===== src/verilog/dtc_pkg.sv =====
package dtc_pkg;
	// =========================================
	// Register map.
	localparam logic [3:0] DTC_ADDR_OPTIONS = 4'h0;
	localparam logic [3:0] DTC_ADDR_STATUS = 4'h1;
	localparam int DTC_ADDR_W = 4;
	// =========================================
	// Field positions of the options register.
	localparam int DTC_BIT_WS_HI = 5;
	localparam int DTC_BIT_WS_LO = 4;
	localparam int DTC_BIT_PM_EXTRA = 3;
	localparam int DTC_BIT_PAGE_DIS = 2;
	localparam int DTC_BIT_PAR_DIS = 1;
	localparam int DTC_BIT_RAS_OFF = 0;
	localparam logic [7:0] DTC_OPT_RESET = 8'h00;
	localparam logic [7:0] DTC_OPT_WMASK = 8'h3F;
	// =========================================
	// Timing: double-rate clock periods per wait state.
	localparam logic [1:0] DTC_PERIODS_PER_WAIT = 2'h2;
	localparam logic [2:0] DTC_WAIT_BASE_HIT0 = 3'h0;
	localparam logic [2:0] DTC_WAIT_BASE_HIT1 = 3'h1;
	localparam logic [2:0] DTC_WAIT_BASE_HIT2 = 3'h2;
	localparam logic [2:0] DTC_WAIT_MISS_00 = 3'h2;
	localparam logic [2:0] DTC_WAIT_MISS_01 = 3'h3;
	localparam logic [2:0] DTC_WAIT_MISS_1X = 3'h4;

	typedef struct packed {
		logic [1:0] wait_select;
		logic page_miss_extra_wait;
		logic page_mode_disable;
		logic parity_disable;
		logic row_strobe_shutoff;
	} dtc_cfg_t;
endpackage


===== src/verilog/dtc_cfg_if.sv =====
`timescale 1ns/1ps
interface dtc_cfg_if;
	logic [1:0] wait_select;
	logic page_miss_extra_wait;
	logic cycle_start;
	logic page_miss;
	logic busy;
	logic wait_done;
	modport ctrl (output wait_select, output page_miss_extra_wait, output cycle_start, output page_miss,
		input busy, input wait_done);
	modport cnt (input wait_select, input page_miss_extra_wait, input cycle_start, input page_miss,
		output busy, output wait_done);
endinterface


===== src/verilog/dtc_wait_counter.sv =====
`timescale 1ns/1ps
module dtc_wait_counter (
	input wire logic clk,
	input wire logic rstn,
	dtc_cfg_if.cnt cfg
);
	import dtc_pkg::*;

	typedef struct packed {
		logic busy;
		logic done;
		logic [2:0] waits;
		logic [1:0] sub;
	} dtc_cnt_t;

	dtc_cnt_t s_r;
	dtc_cnt_t s_nxt;

	// =========================================
	// Wait-state lookup.
	function automatic logic [2:0] dtc_waits(input logic [1:0] sel, input logic miss, input logic extra);
		logic [2:0] w;
		w = 3'h0;
		if (miss) begin
			unique casez (sel)
				2'b00: w = extra ? DTC_WAIT_MISS_01 : DTC_WAIT_MISS_00;
				2'b01: w = DTC_WAIT_MISS_01;
				default: w = extra ? 3'(DTC_WAIT_MISS_1X + 3'h1) : DTC_WAIT_MISS_1X;
			endcase
		end else begin
			unique case (sel)
				2'b00: w = DTC_WAIT_BASE_HIT0;
				2'b01: w = DTC_WAIT_BASE_HIT1;
				default: w = DTC_WAIT_BASE_HIT2;
			endcase
		end
		return w;
	endfunction

	always_comb begin
		s_nxt = s_r;
		s_nxt.done = 1'b0;
		if (!s_r.busy) begin
			if (cfg.cycle_start) begin
				// Settings are sampled only here, so a write never alters a running access.
				s_nxt.waits = dtc_waits(cfg.wait_select, cfg.page_miss, cfg.page_miss_extra_wait);
				s_nxt.sub = 2'h0;
				s_nxt.busy = 1'b1;
			end
		end else if (s_r.waits == 3'h0) begin
			s_nxt.busy = 1'b0;
			s_nxt.done = 1'b1;
		end else if (s_r.sub == 2'(DTC_PERIODS_PER_WAIT - 2'h1)) begin
			s_nxt.sub = 2'h0;
			s_nxt.waits = 3'(s_r.waits - 3'h1);
		end else begin
			s_nxt.sub = 2'(s_r.sub + 2'h1);
		end
	end

	always_ff @(posedge clk) begin
		if (!rstn) begin
			s_r <= '0;
		end else begin
			s_r <= s_nxt;
		end
	end

	assign cfg.busy = s_r.busy;
	assign cfg.wait_done = s_r.done;
endmodule // dtc_wait_counter


===== src/verilog/dtc_top.sv =====
`timescale 1ns/1ps
module dtc_top (
	input wire logic clk,
	input wire logic rstn,
	input wire logic [dtc_pkg::DTC_ADDR_W-1:0] reg_addr,
	input wire logic [7:0] reg_wdata,
	input wire logic reg_wr,
	input wire logic reg_rd,
	output logic [7:0] reg_rdata,
	input wire logic addr_strap_six,
	input wire logic cycle_start,
	input wire logic page_miss,
	input wire logic bank_miss,
	output logic cycle_busy,
	output logic cycle_done,
	output logic page_mode_en,
	output logic parity_en,
	output logic two_row_strobes
);
	import dtc_pkg::*;

	typedef struct packed {
		logic [7:0] opt;
		logic [7:0] rdata;
		logic strap_s1;
		logic strap_s2;
		logic in_reset;
		logic page_mode_en;
		logic parity_en;
		logic two_rs;
		logic busy;
		logic done;
	} dtc_state_t;

	dtc_state_t s_r;
	dtc_state_t s_nxt;
	dtc_cfg_if cfg_bus ();

	// =========================================
	// Wait-state timing.
	assign cfg_bus.wait_select = s_r.opt[DTC_BIT_WS_HI:DTC_BIT_WS_LO];
	assign cfg_bus.page_miss_extra_wait = s_r.opt[DTC_BIT_PM_EXTRA];
	assign cfg_bus.cycle_start = cycle_start;
	assign cfg_bus.page_miss = page_miss;

	dtc_wait_counter u_cnt (
		.clk(clk),
		.rstn(rstn),
		.cfg(cfg_bus)
	);

	// =========================================
	// Register file and option outputs.
	always_comb begin
		s_nxt = s_r;
		// Strap pin is asynchronous; it passes two flops before use.
		s_nxt.strap_s1 = addr_strap_six;
		s_nxt.strap_s2 = s_r.strap_s1;
		s_nxt.in_reset = 1'b0;
		s_nxt.rdata = 8'h00;
		if (s_r.in_reset) begin
			s_nxt.opt[DTC_BIT_PAGE_DIS] = s_r.strap_s2;
		end
		if (reg_wr && reg_addr == DTC_ADDR_OPTIONS) begin
			s_nxt.opt = reg_wdata & DTC_OPT_WMASK;
		end
		if (reg_rd) begin
			unique case (reg_addr)
				DTC_ADDR_OPTIONS: s_nxt.rdata = s_r.opt;
				DTC_ADDR_STATUS: s_nxt.rdata = {6'h00, s_r.done, s_r.busy};
				default: s_nxt.rdata = 8'h00;
			endcase
		end
		// Output options are latched only between accesses; during a running cycle only two_rs can change, clearing when bank_miss falls.
		if (!cfg_bus.busy) begin
			s_nxt.page_mode_en = ~s_r.opt[DTC_BIT_PAGE_DIS];
			s_nxt.parity_en = ~s_r.opt[DTC_BIT_PAR_DIS];
			s_nxt.two_rs = bank_miss & ~s_r.opt[DTC_BIT_RAS_OFF];
		end else if (!bank_miss) begin
			s_nxt.two_rs = 1'b0;
		end
		s_nxt.busy = cfg_bus.busy;
		s_nxt.done = cfg_bus.wait_done;
	end

	always_ff @(posedge clk) begin
		if (!rstn) begin
			s_r.opt <= DTC_OPT_RESET;
			s_r.rdata <= 8'h00;
			s_r.in_reset <= 1'b1;
			s_r.page_mode_en <= 1'b1;
			s_r.parity_en <= 1'b1;
			s_r.two_rs <= 1'b0;
			s_r.busy <= 1'b0;
			s_r.done <= 1'b0;
			// Synchroniser keeps running in reset so the strap is valid at release.
			s_r.strap_s1 <= addr_strap_six;
			s_r.strap_s2 <= s_r.strap_s1;
		end else begin
			s_r <= s_nxt;
		end
	end

	assign reg_rdata = s_r.rdata;
	assign cycle_busy = s_r.busy;
	assign cycle_done = s_r.done;
	assign page_mode_en = s_r.page_mode_en;
	assign parity_en = s_r.parity_en;
	assign two_row_strobes = s_r.two_rs;
endmodule // dtc_top


===== config.mk =====
export PLATFORM = sky130hd
export DESIGN_NAME = dtc_top
export DESIGN_NICKNAME = d
export VERILOG_FILES = /design/src/verilog/dtc_pkg.sv /design/src/verilog/dtc_cfg_if.sv /design/src/verilog/dtc_wait_counter.sv /design/src/verilog/dtc_top.sv
export SDC_FILE = /design/constraint.sdc
export NUM_CORES = 1
export LEC_CHECK = 0
export ABC_AREA = 1
export BUFFER_PORTS_ARGS = -buffer_cell sky130_fd_sc_hd__buf_2
export CORE_UTILIZATION = 55
export DETAILED_ROUTE_END_ITERATION = 10
export GPL_TIMING_DRIVEN = 0
export PLACE_DENSITY_LB_ADDON = 0.1
export SYNTH_ARGS = -nofsm -noshare
export SYNTH_HDL_FRONTEND = slang
export SYNTH_HIERARCHICAL = 1
export SYNTH_SLANG_ARGS = --single-unit

===== constraint.sdc =====
create_clock -name clk -period 3.19 [get_ports clk]
set_input_delay 0.638 -clock clk [delete_from_list [all_inputs] [get_ports clk]]
set_output_delay 0.638 -clock clk [all_outputs]
set_load 0.01 [all_outputs]

==> results of run 1 <==
## flip-flops by register name, indices dropped and copies added, names as in the netlist
signal / count
s_r: 5
two_row_strobes: 1
page_mode_en: 1
cfg_bus.wait_select: 2
u_cnt/cfg.wait_done: 1
cycle_busy: 1
cycle_done: 1
reg_rdata: 6
u_cnt/s_r: 5
u_cnt/cfg.busy: 1
parity_en: 1
cfg_bus.page_miss_extra_wait: 1
s_nxt: 1
## stage by stage
| stage | instances | utilization, % | total power [W] | hold WS (ns) |
|---|---|---|---|---|
| global route | 228 | 71.0 | 0.000656 | 0.355 |
| finish | 228 | 71.0 | 0.000621 | 0.348 |
| global placement | 224 | 69.5 | 0.000474 | 0.313 |
| CTS | 228 | 71.0 | 0.000628 | 0.347 |
| floorplan | 169 | - | 0.000446 | 0.310 |
| detailed placement | 224 | 69.5 | 0.000480 | 0.315 |
## how the worst max path moves through the flow
stage | startpoint | to | slack, ns
after floorplan | page_miss | u_cnt/s_r[3]$_SDFFE_PN0P_ | 1.92
after global placement | page_miss | u_cnt/s_r[3]$_SDFFE_PN0P_ | 1.77
after detailed placement | page_miss | u_cnt/s_r[3]$_SDFFE_PN0P_ | 1.74
after CTS | reg_rdata[3]$_SDFF_PN0_ | reg_rdata[3] | 1.65
after global routing | reg_rdata[3]$_SDFF_PN0_ | reg_rdata[3] | 1.61
final | reg_rdata[3]$_SDFF_PN0_ | reg_rdata[3] | 1.66
## cells in the mapped netlist, drive strengths merged
cell type	count
nor2	17
nand2	41
o211ai	1
o21ai	3
nor3b	1
conb	1
inv	35
nand3	8
buf	11
ha	3
nor3	3
a21oi	9
nand4	8
dfxtp	27
## routing by layer
| layer | vias up | track usage (%) | part of all wire [%] |
|---|---|---|---|
| li1 | 571 | - | - |
| met1 | 432 | 21.0 | 45 |
| met2 | 30 | 35.8 | 50 |
| met3 | 2 | 2.78 | 3.9 |
| met4 | 0 | 5.71 | 0.83 |
| met5 | - | 0 | 0 |
## cell type report
cell class / count / share of cell area, %
Buffer: 11 / 5.73
Clock buffer: 3 / 1.54
Clock inverter: 1 / 0.513
Inverter: 35 / 9.15
Multi-Input combinational cell: 96 / 34.3
Sequential cell: 27 / 36.9
Tap cell: 27 / 2.31
Timing Repair Buffer: 28 / 9.57
## worst max-delay path: cells and delay by family (launching register included)
family | cells | cell delay, ns
flops | 1 | 0.33
buf+inv | 2 | 0.23
## power breakdown
| group | switching [W] | internal [W] |
|---|---|---|
| Clock | 0.000101 | 0.0000479 |
| Combinational | 0.0000660 | 0.0000439 |
| Sequential | 0.00000929 | 0.000353 |
| Total | 0.000176 | 0.000445 |
## logic make-up (layout without fill, tap and decap cells)
group,after synthesis,after routing,synth area share (%)
and+or+nand+nor,78,78,30.7
DFF,27,27,43.0
buffers and inverters,46,78,17.3
AOI/OAI and AO/OA,13,13,5.68
adders and majority gates,3,3,2.99
other,1,2,0.299
==> results.txt, run 1 <==
Clock tree synthesis selected as its root buffer the cell clkbuf_4. In the layout the commonest cells are nand2_1, inv_1, buf_2. CTS built an H-tree with a depth of 1. The biggest area contributor in the post-synthesis netlist is dfxtp_1. The count of warnings emitted by yosys is 6. In this run, CTS created clock tree buffers numbering 3. The detailed-route DRC error count came out at 0. The arrival time of data at the critical path endpoint is 0.89 ns. The count of distinct cell types in the synthesized netlist is 24. The sequential cell area fraction in the yosys report came out at roughly 43%. The flow ran to the end, and the final reports show no timing, DRC or antenna violations. The length in cells of the worst reg-to-reg path is 6. The worst min-delay path startpoint is s_nxt[6]$_DFF_P_.

The worst slack at placement is around 1.7 ns. The routed layout has 1,035 vias. The worst hold path belongs to the class register to register. The power density over the cells came out at between 400 and 500 nW/um^2.

The mean instance size in the synthesized netlist is 7.48 sq um. Leaving out fill and tap cells, the most frequent cell in the layout is nand2_1. For this run the aggregate overflow at the end of global routing stands at 0. The first global-routing pass estimated roughly 3600 microns of wire.

The category of the most critical setup path is register to output pin. The area of the mapped netlist is 1260 sq um. In this run the standard cell core region covers 2060 sq um. The multi-input combinational cells in the finished layout cover a total of 502 sq um. The sum of negative setup slack came out at 0 ns. The worst hold path was traced through 0 stages. The initialized floorplan defines 16 standard-cell rows. The starting DRC count in detailed routing came out at 17. Yosys attributes the largest share of cell area to dfxtp_1, nand2_1, inv_1. The endpoint of the worst register-to-register path is u_cnt/s_r[0]$_SDFFE_PN0P_.

The area of the die came out at 2480 sq um. The number of hold buffers added after CTS came out at 0. The via count of the first global-routing pass is 921.

Counting the fill cells in the layout gives 176. After detailed routing, the number of vias per cell comes to 4.54. The detailed placement HPWL is 1750 microns.

The top-area cell type share of the netlist area came out at a little over two fifths. Entering global routing, the biggest net connects 17 pins. The sequential cells in the finished layout cover a total of 541 sq um. The final-report hold violation count came out at 0. The fraction of the cycle the final worst path needs is between 40% and 50%.

The clock network latency to the later pin of the worst-skew pair came out at roughly 0.32 ns. The area added between synthesis and finish is 16.5%. In this run, synthesis produced a sequential element count of 27. The cell count after synthesis came out at roughly 170. The number of setup buffers added after CTS is 0.

The clock tree from TritonCTS is done. The initial antenna violation count is 0. The delay contributed by the slowest stage of the critical path is 0.33 ns. The count of input and output buffers came out at 28. The number of maximum-capacitance violations is 0. Pin placement for this block handled 33 I/O pins. After routing the design area is 1460 sq um. Setup repair after global routing left no endpoint under its margin. The clock skew is 0.0103 ns. The number of buffers on the longest clock path came out at 2. For this run, the total global-route usage over all layers was measured as 18.8%. The congestion estimate from routability-driven global placement came to about 0.78. Static timing analysis puts the maximum clock frequency at 0.655 GHz. Measured along the y axis, the die boundary spans 49.8 microns.

The worst register-to-register path begins at u_cnt/s_r[2]$_SDFFE_PN0P_. The worst-case register-to-register setup slack is 2.01 ns. The count of endpoints failing setup in the final report is 0. The initial utilization of the core area, before any placement, comes to approximately three fifths. The final wirelength is 2180 microns. The share of post-route cells with drive strength above 1 came out at 26.9%. The analysis attributes to cell leakage a power of 0.767 nW. After the last flow step, the layout net total stands at between 200 and 250.

The path with the worst hold slack has its endpoint at s_r[6]$_DFF_P_. The largest fanout of any net on the critical path came out at 1. The slowest library cell on the worst path is dfxtp_1. The worst setup path is launched from a register. The number of antenna diodes in the final layout is 0.

The length of the first detailed-routing pass in iterations is 4. Once the clock tree was built, the resizer swapped 0 gates to a different size. The antenna violation net count after detailed routing came out at 0. Summing all placed instances gives a cell area of 1430 sq um. The signal on the critical path passes through buf_4, buf_2. The clock drives 27 sinks. The number of max-slew violations in the final report is 0.

In this run the horizontal extent of the chip is 49.8 microns. The worst voltage drop across the vdd grid is 0.295 mV. The required time at the worst-slack endpoint came out at around 2.6 ns. In the final routed layout, each cell accounts on average for approximately 9.5 microns. The worst path needs 1.53 ns of the cycle, external delays included. Once routing completed, OpenROAD measured the worst setup slack at 1.66 ns. The worst setup path is captured at an output pin.

The clock-pin transition on the worst setup and hold timing paths is around 0.15 ns.
Power figures use the tool's default switching activity.
==> inputs of run 2 (changes only) <==
ABC_AREA = 0   (was 1)
CORE_UTILIZATION = 45   (was 55)
clock period = 1.4 ns   (was 3.19 ns; I/O delays follow)
==> results.txt, run 2 <==
The proportion of power drawn by the clock network is 25.2% (+1.3 points). The number of buffers on the longest clock path came out at 2 (unchanged). The post-synthesis async set-or-reset flop share came out at 0% (unchanged). The height of the die came out at 52.4 microns (+5.3%). The number of sinks on the clock net came out at 27 (unchanged). The mean instance size in the synthesized netlist is 9.87 sq um (+32%). The slew at the pin with the worst max-slew slack came out at 0.567 ns.

The area of the die came out at 2750 sq um (+11%). Sorting the synthesized cells by how often they occur yields dfxtp_1, nand2_1, mux2i_1. The length in cells of the worst reg-to-reg path came out at 6 (unchanged). The combinational group share of total power came out at 13.6% (-4.1 points). The number of enable-type register cells in the synthesized netlist came out at 0 (unchanged). The clock tree from TritonCTS is done. The clock root buffer is clkbuf_4. The switching fraction of total power came out at 24.8% (-3.5 points). The count of endpoints failing setup in the final report came to 0 (unchanged). Leaving out fill and tap cells, the most frequent cells in the layout are buf_2, dfxtp_1, nand2_1. In the post-synthesis netlist, the cell with the most instances is dfxtp_1. The final wirelength came out at 1990 microns (-8.8%). Dividing the final minimum period by the clock period gives 96.7%. The initial antenna violation count is 0 (unchanged). Leaving out fill and tap cells, the most frequent cell in the layout is buf_2. The area of the mapped netlist came out at 1140 sq um (-8.9%).

The site row count was 17 (+1). The worst voltage drop across the vdd grid is 0.695 mV (+140%). The arrival time of data at the critical path endpoint came out at 1.56 ns (+0.67 ns).

In this run the critical register-to-register path is launched from u_cnt/s_r[2]$_SDFFE_PN0P_. The initial standard-cell utilization of the core is 49.8% (-11 points). The number of H-tree levels is 1 (unchanged). The count of input and output buffers came out at 27 (-3.6%). Of all cell types, the one taking the most synthesized area is dfxtp_1. The post-place instance area came to 1330 sq um (-7.5%). The length of the first detailed-routing pass in iterations is 4 (unchanged). The leakage power is 0.633 nW (-18%).

The flip-flop count of the largest register after layout is 6 (unchanged). The share of post-route cells with drive strength above 1 is 38.4% (+12 points). The category of the most critical setup path is register to register.

The sequential cell area fraction in the yosys report is 47.2% (+4.2 points). The power density over the cells came to 936 nW/um^2 (+120%). The antenna violation net count after detailed routing was 0 (unchanged). The total global routing overflow was 0 (unchanged). The maximum number of pins on one net before global-route repair came out at 17 (unchanged). The endpoint of the worst register-to-register path is u_cnt/s_r[4]$_SDFFE_PN0P_.

The highest clock rate came out at about 0.74 GHz. The final-report hold violation count came to 0 (unchanged). STA classifies the critical path endpoint as a register. The worst slew slack as a fraction of its limit came out at 61.2%.

The detailed-route DRC error count came out at 0 (unchanged). The starting DRC count in detailed routing came out at 8 (-9). The detailed placement HPWL is 1460 microns (-16%).

The via count of the first global-routing pass is 813 (-12%). In the post-synthesis netlist, the biggest area contributors are dfxtp_1, mux2i_1, nand2_1. The smallest setup slack after layout is 0.0463 ns (-1.62 ns). The post-layout net count was 175 (-22%). The clock network latency to the later pin of the worst-skew pair came out at 0.32 ns (about the same).

The number of max-slew violations in the final report was 0 (unchanged). The clock skew came out at 0.00906 ns (-0.00126 ns). The number of non-filler instances in the completed layout is 179 (-21%). Setup repair after global routing could not meet its margin everywhere. The run finished with clean final reports. The share of total power in sequential cells was 61.2% (+2.8 points). The final critical path time including I/O delays and setup is around 1.4 ns.

The area added between synthesis and finish is 23.6%. The required time at the worst-slack endpoint came out at 1.61 ns (-0.94 ns). The TritonCTS buffer count is 3 (unchanged). The global-route wire length before repair was 3400 microns (-5.6%). The internal power summed over all cells came out at 0.000996 W (+120%).

The combined global-route utilization of all metal layers came out at 16.7% (-2.0 points). The number of maximum-capacitance violations came out at 0 (unchanged). The routed via count is 849 (-18%).

The post-synthesis register bit count is 27 (unchanged). The core box area came out at 2300 sq um (+11%). The top-area cell type share of the netlist area is 47.2% (+4.2 points).

The worst-case register-to-register setup slack came out at 0.05 ns (-1.96 ns). The largest fanout of any net on the critical path is 6 (+5). The post-route standard cell area excluding fillers came out at 1420 sq um (-3.3%). The count of antenna diodes in the layout came out at 0 (unchanged). In this run the worst setup path terminates at u_cnt/s_r[4]$_SDFFE_PN0P_.

The number of vias per cell is 4.74 (+4.5%). The average detailed-routed wire length per instance was 11.1 microns (+16%). The worst setup path is launched from a register. The count of warnings emitted by yosys is 6 (unchanged). The most critical setup path has its startpoint at u_cnt/s_r[2]$_SDFFE_PN0P_. The class of the worst hold path is input pin to register. The top-level I/O count was 33 (unchanged). The cell count after synthesis is 116 (-31%).

The worst slack at placement came out at -0.139 ns (-1.88 ns). The count of distinct cell types in the synthesized netlist is 32 (+33%). The most instantiated flip-flop cell in the synthesis netlist is dfxtp_1. The clock-pin transition on the worst setup and hold timing paths came out at 0.15 ns (about the same). The number of instances in the placed design is 172 (-23%). The worst hold path begins at addr_strap_six. The horizontal die dimension came out at 52.4 microns (+5.3%). The switching power is 0.000329 W (+87%). The routability congestion estimate from global placement is 0.747 (-4.3%).
## run 2: what timing repair did
item | in CTS | in global routing
gates cloned | 0 | 0
setup endpoints to repair | 2 | 3
pin swaps | 2 | 1
hold buffers | 0 | 0
resized for setup | 4 | 6
setup buffers | 3 | 0
## run 2: worst min path at each step
stage | end | slack [ns] | cells after the start
after floorplan | s_nxt[6]$_DFF_P_ | 0.31 | 0
after global placement | s_r[6]$_DFF_P_ | 0.31 | 0
after detailed placement | s_r[6]$_DFF_P_ | 0.31 | 0
after CTS | s_nxt[6]$_DFF_P_ | 0.04 | 1
after global routing | s_nxt[6]$_DFF_P_ | 0.02 | 1
final | s_nxt[6]$_DFF_P_ | 0.05 | 1
## run 2: routing by layer
| metal | track usage [%] | vias to the layer above | share of wire [%] |
|---|---|---|---|
| li1 | - | 447 | - |
| met1 | 18.9 | 379 | 45 |
| met2 | 30.0 | 21 | 49 |
| met3 | 2.90 | 2 | 4.7 |
| met4 | 7.89 | 0 | 1.3 |
| met5 | 0 | - | 0 |
## run 2: logic make-up (layout without fill, tap and decap cells)
family / after synthesis / in the layout / share of synthesized area (%)
multiplexers: 13 / 13 / 11.5
buffers and inverters: 19 / 53 / 9.51
flip-flops: 27 / 27 / 47.2
AO/OA/AOI/OAI: 10 / 10 / 7.43
adder cells (fa/ha/maj): 3 / 3 / 3.28
other: 1 / 2 / 0.328
AND/OR/NAND/NOR: 43 / 43 / 20.8
## run 2: layout make-up
type                            instances  area, sq um
Buffer                                 12         86.3
Clock buffer                            3         22.5
Clock inverter                          1         7.51
Fill cell                             219          882
Inverter                                7         26.3
Multi-Input combinational cell         71          533
Sequential cell                        27          547
Tap cell                               28         35.0
Timing Repair Buffer                   30          158
## run 2: worst max-delay path: stages, from the launching register on
cell and delay (ns):
dfxtp_2 0.36, inv_2 0.05, ha_4 0.14, nor2b_4 0.12, buf_4 0.15, nor4b_2 0.29, o32ai_1 0.13
## run 2: power by group through the flow
stage                     logic, W  clock network, W  registers [W]
after floorplan           0.000104                 0       0.000826
after global placement    0.000153                 0       0.000825
after detailed placement  0.000157                 0       0.000826
after CTS                 0.000170          0.000350       0.000810
after global routing      0.000200          0.000377       0.000814
final                     0.000180          0.000334       0.000810
## run 2: through the flow
| step | TNS (ns) | utilization (%) | total power (W) | hold slack (ns) |
|---|---|---|---|---|
| 6_report | 0 | 61.6 | 0.00132 | 0.0469 |
| 5_1_grt | -0.0224 | 61.6 | 0.00139 | 0.0212 |
| 4_1_cts | 0 | 60.3 | 0.00133 | 0.0363 |
| 3_5_place_dp | -1.02 | 57.7 | 0.000983 | 0.313 |
| 3_3_place_gp | -0.798 | 57.7 | 0.000977 | 0.311 |
| 2_1_floorplan | 0 | - | 0.000930 | 0.308 |
